==> config.mk <==
export PLATFORM = sky130hd
export DESIGN_NAME = sdsc_debug_status_control
export DESIGN_NICKNAME = d
export VERILOG_FILES = /design/src/hdl/sdsc_pkg.sv /design/src/hdl/sdsc_match_compare.sv /design/src/hdl/sdsc_debug_status_control.sv
export SDC_FILE = /design/constraint.sdc
export NUM_CORES = 1
export LEC_CHECK = 0
export ABC_AREA = 1
export BUFFER_PORTS_ARGS = -buffer_cell sky130_fd_sc_hd__buf_2
export CAP_MARGIN = 25
export CORE_UTILIZATION = 34
export CTS_CLUSTER_SIZE = 8
export DETAILED_ROUTE_END_ITERATION = 10
export PLACE_DENSITY_LB_ADDON = 0.25
export SLEW_MARGIN = 20
export SYNTH_ARGS = -nofsm -noshare
export SYNTH_HDL_FRONTEND = slang
export SYNTH_SLANG_ARGS = --single-unit
==> constraint.sdc <==
create_clock -name clk -period 1.39 [get_ports clk]
set_clock_uncertainty 0.05 [all_clocks]
set_input_delay 0.278 -clock clk [delete_from_list [all_inputs] [get_ports clk]]
set_output_delay 0.278 -clock clk [all_outputs]
set_load 0.005 [all_outputs]
==> src/hdl/sdsc_pkg.sv <==
/*
  Constants for the serial debug status/control block: field positions of the
  status/control byte, reset values, widths and mode state codes.
  Assumes it is compiled before every other file of the block.
*/
package sdsc_pkg;

  // ----------------------------------------
  // widths
  // ----------------------------------------
  localparam int STATUS_W = 8;
  localparam int ADDR_W = 16;

  // ----------------------------------------
  // status/control field positions
  // ----------------------------------------
  localparam int BIT_PERMIT = 7;
  localparam int BIT_ACTIVE = 6;
  localparam int BIT_BREAKPOINT_ENABLE = 5;
  localparam int BIT_FTS = 4;
  localparam int BIT_LINK_CLOCK_SELECT = 3;
  localparam int BIT_WS = 2;
  localparam int BIT_WSF = 1;
  localparam int BIT_DVF = 0;

  // ----------------------------------------
  // reset values
  // ----------------------------------------
  localparam logic RST_PERMIT = 1'h0;
  localparam logic RST_BREAKPOINT_ENABLE = 1'h0;
  localparam logic RST_FTS = 1'h0;
  localparam logic RST_LINK_CLOCK_SELECT = 1'h0;
  localparam logic RST_FLAG = 1'h0;
  localparam logic [ADDR_W-1:0] RST_MATCH = 16'h0000;
  localparam logic [ADDR_W-1:0] RST_RSP = 16'h0000;
  localparam logic DVF_VALUE = 1'h0;

  // ----------------------------------------
  // cpu mode tracking
  // ----------------------------------------
  typedef enum logic [2:0] {
    ST_RUN = 3'h1,
    ST_WAITSTOP = 3'h2,
    ST_ACTIVE = 3'h4
  } sdsc_mode_t;

endpackage

==> src/hdl/sdsc_match_compare.sv <==
/*
  Breakpoint address comparator: registers a hit when the cpu address bus
  equals the match address, and a separate hit for opcode fetch cycles.
  Assumes cpu bus signals are on the same clock as clk.
*/
`timescale 1ns/1ns
module sdsc_match_compare #(
  parameter int ADDR_W = 16
) (
  input wire logic clk,
  input wire logic rstn,
  input wire logic enable,
  input wire logic [ADDR_W-1:0] match_addr,
  input wire logic [ADDR_W-1:0] cpu_addr,
  input wire logic cpu_addr_valid,
  input wire logic cpu_opcode_fetch,
  output logic hit,
  output logic hit_fetch
);

  logic next_hit;
  logic next_hit_fetch;

  always_comb begin
    next_hit = enable && cpu_addr_valid && (cpu_addr == match_addr);
    next_hit_fetch = next_hit && cpu_opcode_fetch;
  end

  always_ff @(posedge clk) begin
    if (!rstn) begin
      hit <= 1'h0;
      hit_fetch <= 1'h0;
    end else begin
      hit <= next_hit;
      hit_fetch <= next_hit_fetch;
    end
  end

endmodule

==> src/hdl/sdsc_debug_status_control.sv <==
/*
  Status/control and breakpoint match registers of the serial debug
  controller. Registers are reached only through decoded serial commands.
  Assumes the serial command decoder and the cpu run on clk, issue at most
  one command strobe per cycle, and that the cpu reports mode changes.
*/
`timescale 1ns/1ns

// Overview of operation
// - 8-bit status and control register exists
// - 16-bit breakpoint match address register
// - no memory map access, commands only
// - status read and control write commands
// - permit bit locked while background active
// - permit clears on reset, gates background entry
// - four status bits are read only
// - active flag set during background mode
// - breakpoint disabled ignores select and match
// - force select: match forces at boundary
// - tag select: match tags fetched opcode
// - clock select resets 0, always writable
// - wait/stop status including halt from wait
// - halt command leaves wait or stop
// - wait/stop failure flag on failed access
// - slow access failure bit unused, zero
// - match register via breakpoint commands only
module sdsc_debug_status_control (
  input wire logic clk,
  input wire logic rstn,
  input wire logic status_read_cmd,
  input wire logic control_write_cmd,
  input wire logic breakpoint_read_cmd,
  input wire logic breakpoint_write_cmd,
  input wire logic halt_cmd,
  input wire logic mem_cmd_start,
  input wire logic [15:0] cmd_wdata,
  input wire logic [15:0] cpu_addr,
  input wire logic cpu_addr_valid,
  input wire logic cpu_opcode_fetch,
  input wire logic cpu_instr_boundary,
  input wire logic cpu_entered_bdm,
  input wire logic cpu_left_bdm,
  input wire logic cpu_wait_stop,
  input wire logic mem_wait_stop_fail,
  output logic rsp_valid,
  output logic [15:0] rsp_data,
  output logic background_permit,
  output logic background_active_flag,
  output logic link_clock_select,
  output logic force_bkpt_req,
  output logic tag_bkpt_req,
  output logic halt_req
);

  // ----------------------------------------
  // state
  // ----------------------------------------
  sdsc_pkg::sdsc_mode_t mode, next_mode;
  logic breakpoint_enable, next_breakpoint_enable;
  logic force_or_tag_select, next_force_or_tag_select;
  logic wait_stop_status, next_wait_stop_status;
  logic wait_stop_failure, next_wait_stop_failure;
  logic halted_from_ws, next_halted_from_ws;
  logic force_pending, next_force_pending;
  logic [sdsc_pkg::ADDR_W-1:0] debug_breakpoint_match, next_debug_breakpoint_match;
  logic next_rsp_valid;
  logic [15:0] next_rsp_data;
  logic next_background_permit;
  logic next_background_active_flag;
  logic next_link_clock_select;
  logic next_force_bkpt_req;
  logic next_tag_bkpt_req;
  logic next_halt_req;
  logic hit;
  logic hit_fetch;
  logic [sdsc_pkg::STATUS_W-1:0] debug_status_control;

  // ----------------------------------------
  // status byte assembly
  // ----------------------------------------
  always_comb begin
    debug_status_control = '0;
    debug_status_control[sdsc_pkg::BIT_PERMIT] = background_permit;
    debug_status_control[sdsc_pkg::BIT_ACTIVE] = background_active_flag;
    debug_status_control[sdsc_pkg::BIT_BREAKPOINT_ENABLE] = breakpoint_enable;
    debug_status_control[sdsc_pkg::BIT_FTS] = force_or_tag_select;
    debug_status_control[sdsc_pkg::BIT_LINK_CLOCK_SELECT] = link_clock_select;
    debug_status_control[sdsc_pkg::BIT_WS] = wait_stop_status;
    debug_status_control[sdsc_pkg::BIT_WSF] = wait_stop_failure;
    debug_status_control[sdsc_pkg::BIT_DVF] = sdsc_pkg::DVF_VALUE;
  end

  // ----------------------------------------
  // breakpoint comparator
  // ----------------------------------------
  sdsc_match_compare #(
    .ADDR_W(sdsc_pkg::ADDR_W)
  ) u_compare (
    .clk(clk),
    .rstn(rstn),
    .enable(breakpoint_enable),
    .match_addr(debug_breakpoint_match),
    .cpu_addr(cpu_addr),
    .cpu_addr_valid(cpu_addr_valid),
    .cpu_opcode_fetch(cpu_opcode_fetch),
    .hit(hit),
    .hit_fetch(hit_fetch)
  );

  // ----------------------------------------
  // next values
  // ----------------------------------------
  always_comb begin
    next_mode = mode;
    next_halted_from_ws = halted_from_ws;
    next_halt_req = 1'h0;
    case (mode)
      sdsc_pkg::ST_RUN: begin
        if (cpu_entered_bdm && background_permit) begin
          next_mode = sdsc_pkg::ST_ACTIVE;
        end else if (cpu_wait_stop) begin
          next_mode = sdsc_pkg::ST_WAITSTOP;
        end
        next_halt_req = halt_cmd && background_permit;
      end
      sdsc_pkg::ST_WAITSTOP: begin
        if (cpu_entered_bdm && background_permit) begin
          next_mode = sdsc_pkg::ST_ACTIVE;
          next_halted_from_ws = 1'h1;
        end else if (!cpu_wait_stop) begin
          next_mode = sdsc_pkg::ST_RUN;
        end
        next_halt_req = halt_cmd && background_permit;
      end
      sdsc_pkg::ST_ACTIVE: begin
        if (cpu_left_bdm) begin
          next_mode = sdsc_pkg::ST_RUN;
          next_halted_from_ws = 1'h0;
        end
      end
      default: begin
        next_mode = sdsc_pkg::ST_RUN;
        next_halted_from_ws = 1'h0;
      end
    endcase

    next_background_active_flag = (next_mode == sdsc_pkg::ST_ACTIVE);
    next_wait_stop_status = (next_mode == sdsc_pkg::ST_WAITSTOP) ||
      ((next_mode == sdsc_pkg::ST_ACTIVE) && next_halted_from_ws);

    // set wins over the clear at the start of a new access
    next_wait_stop_failure = wait_stop_failure;
    if (mem_cmd_start) begin
      next_wait_stop_failure = 1'h0;
    end
    if (mem_wait_stop_fail) begin
      next_wait_stop_failure = 1'h1;
    end

    // control write touches only writable bits
    next_background_permit = background_permit;
    next_breakpoint_enable = breakpoint_enable;
    next_force_or_tag_select = force_or_tag_select;
    next_link_clock_select = link_clock_select;
    if (control_write_cmd) begin
      if (mode != sdsc_pkg::ST_ACTIVE) begin
        next_background_permit = cmd_wdata[sdsc_pkg::BIT_PERMIT];
      end
      next_breakpoint_enable = cmd_wdata[sdsc_pkg::BIT_BREAKPOINT_ENABLE];
      next_force_or_tag_select = cmd_wdata[sdsc_pkg::BIT_FTS];
      next_link_clock_select = cmd_wdata[sdsc_pkg::BIT_LINK_CLOCK_SELECT];
    end

    next_debug_breakpoint_match = debug_breakpoint_match;
    if (breakpoint_write_cmd) begin
      next_debug_breakpoint_match = cmd_wdata;
    end

    // read answers, one cycle after the command
    next_rsp_valid = status_read_cmd || breakpoint_read_cmd;
    next_rsp_data = '0;
    if (status_read_cmd) begin
      next_rsp_data = {8'h00, debug_status_control};
    end else if (breakpoint_read_cmd) begin
      next_rsp_data = debug_breakpoint_match;
    end

    // force: hold a match until the next instruction boundary
    next_force_pending = force_pending;
    if (hit && breakpoint_enable && force_or_tag_select) begin
      next_force_pending = 1'h1;
    end
    next_force_bkpt_req = 1'h0;
    if (next_force_pending && cpu_instr_boundary && breakpoint_enable) begin
      next_force_bkpt_req = 1'h1;
      next_force_pending = 1'h0;
    end
    if (!breakpoint_enable || !force_or_tag_select || mode == sdsc_pkg::ST_ACTIVE) begin
      next_force_pending = 1'h0;
    end

    // tag: mark the fetched opcode; the cpu acts only if it is executed
    next_tag_bkpt_req = hit_fetch && breakpoint_enable && !force_or_tag_select;
  end

  // ----------------------------------------
  // registers
  // ----------------------------------------
  always_ff @(posedge clk) begin
    if (!rstn) begin
      mode <= sdsc_pkg::ST_RUN;
      halted_from_ws <= sdsc_pkg::RST_FLAG;
      background_active_flag <= sdsc_pkg::RST_FLAG;
      wait_stop_status <= sdsc_pkg::RST_FLAG;
      wait_stop_failure <= sdsc_pkg::RST_FLAG;
      background_permit <= sdsc_pkg::RST_PERMIT;
      breakpoint_enable <= sdsc_pkg::RST_BREAKPOINT_ENABLE;
      force_or_tag_select <= sdsc_pkg::RST_FTS;
      link_clock_select <= sdsc_pkg::RST_LINK_CLOCK_SELECT;
      debug_breakpoint_match <= sdsc_pkg::RST_MATCH;
      rsp_valid <= sdsc_pkg::RST_FLAG;
      rsp_data <= sdsc_pkg::RST_RSP;
      force_pending <= sdsc_pkg::RST_FLAG;
      force_bkpt_req <= sdsc_pkg::RST_FLAG;
      tag_bkpt_req <= sdsc_pkg::RST_FLAG;
      halt_req <= sdsc_pkg::RST_FLAG;
    end else begin
      mode <= next_mode;
      halted_from_ws <= next_halted_from_ws;
      background_active_flag <= next_background_active_flag;
      wait_stop_status <= next_wait_stop_status;
      wait_stop_failure <= next_wait_stop_failure;
      background_permit <= next_background_permit;
      breakpoint_enable <= next_breakpoint_enable;
      force_or_tag_select <= next_force_or_tag_select;
      link_clock_select <= next_link_clock_select;
      debug_breakpoint_match <= next_debug_breakpoint_match;
      rsp_valid <= next_rsp_valid;
      rsp_data <= next_rsp_data;
      force_pending <= next_force_pending;
      force_bkpt_req <= next_force_bkpt_req;
      tag_bkpt_req <= next_tag_bkpt_req;
      halt_req <= next_halt_req;
    end
  end
endmodule

==> results.yml, run 1 <==
status:
  outcome: "completed"
place:
  portBuffers: 69
  dp.final_hpwl_um: 3440
  gp_congestion: 0.760
  post-place-ws_ns: 0.230
routing:
  viasPerCell: 4.41
  ant_nets: 0
  routed-via-count: 1777
  firstDrtPassIters: 4
  routed_wl_um: 4480
  first_iter_violations: 57
  drc: 0
  routedWlPerCell_um: 11.1
cts:
  tritoncts: "done"
  clock_sinks: 50
  worst_skew_pair.late_latency_ns: 0.30
  ctsResizeCount: 0
  cts_buffers: 5
  cts_max_path_buffers: 2
  cts_setup_buffers: 0
  cts-root-buf: "clkbuf_8"
  cts.clk_slew.worst_paths_ns: 0.09
  htree_levels: 2
  hold_buffers: 0
final_layout:
  final_common_cell: "buf_2"
  area_growth_pct: 27.2
  largestRegisters: "debug_breakpoint_match x16, rsp_data x16, mode x3"
  fin_util_pct: 44.7
  layout_common_cells: "buf_2, dfxtp_1, nand2_1"
  drive_gt1_share_pct: 25.4
  fin_nets: 378
  antenna_cells: 0
synthesis:
  synthMuxAreaShare_pct: 0
  yosys.area.top_type: "dfxtp_1"
  syn_avg_cell_area_sq_um: 7.50
  yosys.area_share.adder_pct: 0
  synthDistinctLibCells: 24
  synthSimpleGateAreaFrac_pct: 21.2
  yosys.area.top_type_share_pct: 51.7
  synth_top_family_by_area: "simple AND/OR/NAND/NOR gates"
  syn-cell-area_sq_um: 1930
  synthArstFlopShare_pct: 0
  synth_xor_area_share_pct: 1.81
  synth_edf_count: 0
  yosysSeqAreaShare_pct: 51.7
  syn_nets: 305
  ys.flop_type: "dfxtp_1"
  syn_inst: 258
  synth_compound_area_share_pct: 14.6
  synthTopCellsByArea: "dfxtp_1, nand2_1, inv_1"
  ys_ff_latch: 50
  synth-warning-count: 0
floorplanning:
  fp.dieH_um: 77.4
  ios: 70
  rows: 27
  core-area_sq_um: 5510
  initial_utilization_pct: 35.1
  fp.dieW_um: 77.4
  die_area_sq_um: 5990
sta:
  hold_viol_final: 0
  finalWorstSetupSlack_ns: 0.244
  period_share_pct: 82.4
  period_needed_ns: 1.15
  rsz0062_at_grt: "false"
  fmax_mhz: 873
  relSlewSlack_pct: 81.4
  finalSetupViolCount: 0
  finalSetupTns_ns: 0
  tightest_slew_ns: 0.278
  drv_slew: 0
setup_path:
  r2r_slack_ns: 0.26
  timing.rr.start: "mode[1]$_SDFF_PN0_"
  cp_top_family: "flip-flops"
  crit_slowest_cell: "dfxtp_1"
  crit_buf_inv: 1
  worstPathMaxFanout: 4
  worstPathCellList: "buf_2"
  cp.arrival_ns: 0.82
  reg2reg_to: "background_active_flag$_SDFF_PN0_"
  reg2reg_depth: 5
  cp-start-kind: "flop"
  cp-end-kind: "primary output"
  required_ns: 1.06
  crit_type: "flop to primary output"
  worst_path_largest_cell_delay_ns: 0.39
worst_hold_path:
  holdCritStartpoint: "breakpoint_read_cmd"
  hold_end: "rsp_valid$_SDFF_PN0_"
  hold-path-cell-count: 3
  min_path_type: "primary input to flop"
global_route:
  grt.met3_usage_pct: 4.24
  grt_use_met1_pct: 20.6
  met2_usage_pct: 25.0
  antenna_found_initial: 0
  grt_pass1_wl_um: 7400
  grt_pass1_vias: 1635
  track_usage_pct: 15.9
  grt-ovfl-total: 0
  grt_max_degree: 33
  grt-busiest-layer: "met2"
power:
  intPower_mw: 2.00
  switching_share_pct: 26.0
  power.density_nw_per_um2: 1100
  comb_power_share_pct: 13.0
  p_switching_mw: 0.700
  p_leak_nw: 1.25
  power_frac_seq_pct: 57.0
  irDropWorstVdd_mv: 0.545
  clkPwrFrac_pct: 30.0
flow_run:
  maxCapViolCount: 0
cell type report:
class / count / area [sq um]
clock buffer: 5 / 68.8
timing repair buffer: 74 / 395
tap: 72 / 90.1
clock inverter: 2 / 10.0
inverter: 45 / 169
multi-input combinational: 155 / 727
fill: 600 / 3050
sequential: 50 / 1000
synthesized netlist by cell type, types with 2 or more instances:
library cell / instances
dfxtp_1: 50
nand2_1: 47
inv_1: 45
nor2_1: 30
o21ai_0: 25
a21oi_1: 20
nand3_1: 12
clkbuf_1: 4
o22ai_1: 4
buf_2: 3
xnor2_1: 3
and2_1: 2
nor3_1: 2
kinds of logic (layout without fill, tap and decap cells):
family / count (synthesis) / after routing
AOI/OAI and AO/OA: 53 / 53
DFF: 50 / 50
xor gates and xnor gates: 4 / 4
buffers and inverters: 53 / 126
and+or+nand+nor: 98 / 98
per-stage QoR:
stage	hold slack, ns	std cells	cell area (sq um)	total power, mW
global placement	0.376	396	2380	1.92
floorplan	0.327	258	1930	1.77
CTS	0.134	403	2460	2.72
global route	0.130	403	2460	2.84
detailed placement	0.368	396	2380	1.93
finish	0.140	403	2460	2.70
power by group through the flow:
stage          sequential, mW  clock, mW  combinational, mW
6_report                 1.54      0.808              0.351
3_3_place_gp             1.57          0              0.351
4_1_cts                  1.54      0.828              0.356
5_1_grt                  1.55      0.893              0.404
2_1_floorplan            1.57          0              0.201
3_5_place_dp             1.57          0              0.355
worst max-delay path by stage:
stage	from	endpoint	slack [ns]	cells after the start
2_1_floorplan	rstn	rsp_data[5]$_SDFF_PN0_	0.37	4
3_3_place_gp	rstn	rsp_data[1]$_SDFF_PN0_	0.26	4
3_5_place_dp	rstn	rsp_data[4]$_SDFF_PN0_	0.23	4
4_1_cts	background_permit$_SDFFE_PN0P_	background_permit	0.23	1
5_1_grt	mode[1]$_SDFF_PN0_	wait_stop_status$_SDFF_PN0_	0.09	6
6_report	background_permit$_SDFFE_PN0P_	background_permit	0.24	1
layer usage:
| layer | share of wire (%) | vias up |
|---|---|---|
| li1 | - | 951 |
| met1 | 48 | 770 |
| met2 | 45 | 48 |
| met3 | 5.7 | 8 |
| met4 | 1.7 | 0 |
| met5 | 0 | - |
Note: power is estimated with default switching activity, not from simulation.
==> run 2, diff against run 1 <==
- clock period: 1.39 -> 1 ns (I/O delays scaled with it)
==> run 2 against run 1 <==
  * The flow now finishes with violations (negative setup slack)
  * Sequential share of layout area is 5.3 points lower
  * Sequential cell count stayed put
  * Sequential power is 40% higher
  * Design area is 19% higher
  * Utilization is 8.3 points higher
  * Via count is 7.9% higher
  * Hold slack worse by 0.091 ns
  * Power is 70% higher
  * Global-route usage is 1.2 points higher
  * Worst setup slack worse by 0.36 ns
  * Critical path depth is 1 higher
  * Die area stayed put
  * Largest cell class unchanged
==> results.yml, run 2 (same netlist as run 1, synthesis figures left out) <==
setup_path:
  reg2reg_to: "mode[0]$_SDFF_PN1_"
  cp.arrival_ns: 0.86
  r2r_slack_ns: -0.11
  crit_type: "flop to primary output"
  startpoint: "background_permit$_SDFFE_PN0P_"
  reg2reg_depth: 5
  cp-end-kind: "primary output"
  timing.rr.start: "mode[0]$_SDFF_PN1_"
  required_ns: 0.75
  endpoint: "background_permit"
  worstPathMaxFanout: 3
  cp-start-kind: "flop"
routing:
  firstDrtPassIters: 4
  viasPerCell: 4.48
  routed_wl_um: 4840
  routed-via-count: 1917
  ant_nets: 0
  drc: 0
  first_iter_violations: 71
  routedWlPerCell_um: 11.3
final_layout:
  layout_common_cells: "buf_2, nand2_1, inv_1"
  fin_nets: 402
  area_growth_pct: 50.9
  largestRegisters: "debug_breakpoint_match x16, rsp_data x16, mode x3"
  final_common_cell: "buf_2"
  drive_gt1_share_pct: 44.4
  antenna_cells: 0
place:
  portBuffers: 69
  dp.final_hpwl_um: 3510
  post-place-ws_ns: -0.113
  gp_congestion: 0.831
flow_run:
  maxCapViolCount: 0
power:
  irDropWorstVdd_mv: 0.880
  intPower_mw: 3.50
  p_switching_mw: 1.09
  switching_share_pct: 23.7
  p_total_mw: 4.59
  clkPwrFrac_pct: 37.8
  power.density_nw_per_um2: 1570
  comb_power_share_pct: 15.3
  p_leak_nw: 1.43
  power_frac_seq_pct: 46.9
status:
  outcome: "finished, violations left"
  violations: "negative setup slack"
sta:
  finalWorstSetupSlack_ns: -0.115
  period_needed_ns: 1.11
  fmax_mhz: 897
  drv_slew: 0
  hold_viol_final: 0
  tightest_slew_ns: 0.330
  rsz0062_at_grt: "true"
  period_share_pct: 111
  finalSetupViolCount: 7
  finalSetupTns_ns: -0.535
  relSlewSlack_pct: 78.0
floorplanning:
  fp.dieH_um: 77.4
  fp.dieW_um: 77.4
  core-area_sq_um: 5510
  die_area_sq_um: 5990
  rows: 27
  initial_utilization_pct: 35.1
  ios: 70
global_route:
  grt-ovfl-total: 0
  track_usage_pct: 17.0
  grt_pass1_wl_um: 7820
  antenna_found_initial: 0
  grt_max_degree: 33
  grt_pass1_vias: 1775
cts:
  cts_buffers: 5
  cts_max_path_buffers: 2
  clock_sinks: 50
  htree_levels: 2
  tritoncts: "done"
  worst_skew_pair.late_latency_ns: 0.31
  cts-root-buf: "clkbuf_8"
  cts.clk_slew.worst_paths_ns: 0.09
worst_hold_path:
  min_path_type: "primary input to flop"
==> run 2: how the worst min path moves through the flow <==
stage	start	end	slack, ns	cells after the start
after floorplan	breakpoint_read_cmd	rsp_valid$_SDFF_PN0_	0.25	2
after global placement	mem_wait_stop_fail	wait_stop_failure$_SDFFE_PN0P_	0.36	3
after detailed placement	mem_wait_stop_fail	wait_stop_failure$_SDFFE_PN0P_	0.36	3
after CTS	mem_wait_stop_fail	wait_stop_failure$_SDFFE_PN0P_	0.04	3
after global routing	cpu_wait_stop	mode[0]$_SDFF_PN1_	0.07	2
final	mem_wait_stop_fail	wait_stop_failure$_SDFFE_PN0P_	0.05	3
==> run 2: power by group through the flow <==
stage	combinational, mW	sequential [mW]	clock (mW)
after floorplan	0.284	2.18	0
after global placement	0.576	2.18	0
after detailed placement	0.582	2.18	0
after CTS	0.636	2.14	1.77
after global routing	0.781	2.16	1.86
final	0.704	2.15	1.73
==> run 2: critical path: stages (launching register included) <==
cell,delay [ns]
dfxtp_2,0.35
buf_6,0.12
buf_6,0.10
==> run 2: cell type report <==
cell class / count / area (sq um)
inverters: 45 / 181
repair buffers: 98 / 618
well taps: 72 / 90.1
flip-flops and latches: 50 / 1030
multi-input cells: 155 / 855
fillers: 536 / 2590
clock inverters: 2 / 60.1
clock buffers: 6 / 82.6
==> run 2: timing repair <==
item	CTS	global route
pin swaps	7	12
resized for setup	29	43
buffers inserted	2	1
hold buffers	0	0
endpoints found under the setup margin	11	31
==> run 2: metal layers <==
layer  track usage (%)  wire length [um]  share of wire [%]  vias up
met5                 0                 0                  0        -
met4              8.68               106                2.2        0
met3              3.76               301                6.2        9
met2              27.7              2250                 47       61
met1              21.1              2180                 45      843
li1                  -                 -                  -     1004
==> run 2: through the flow <==
stage                     hold WS [ns]  std cells  util, %  cell area (sq um)
after CTS                       0.0404        427     50.5               2780
final                           0.0490        428     53.0               2920
after global placement           0.362        417     46.2               2540
after global routing            0.0718        428     53.0               2920
after detailed placement         0.363        417     46.2               2540
after floorplan                  0.249        258        -               1940
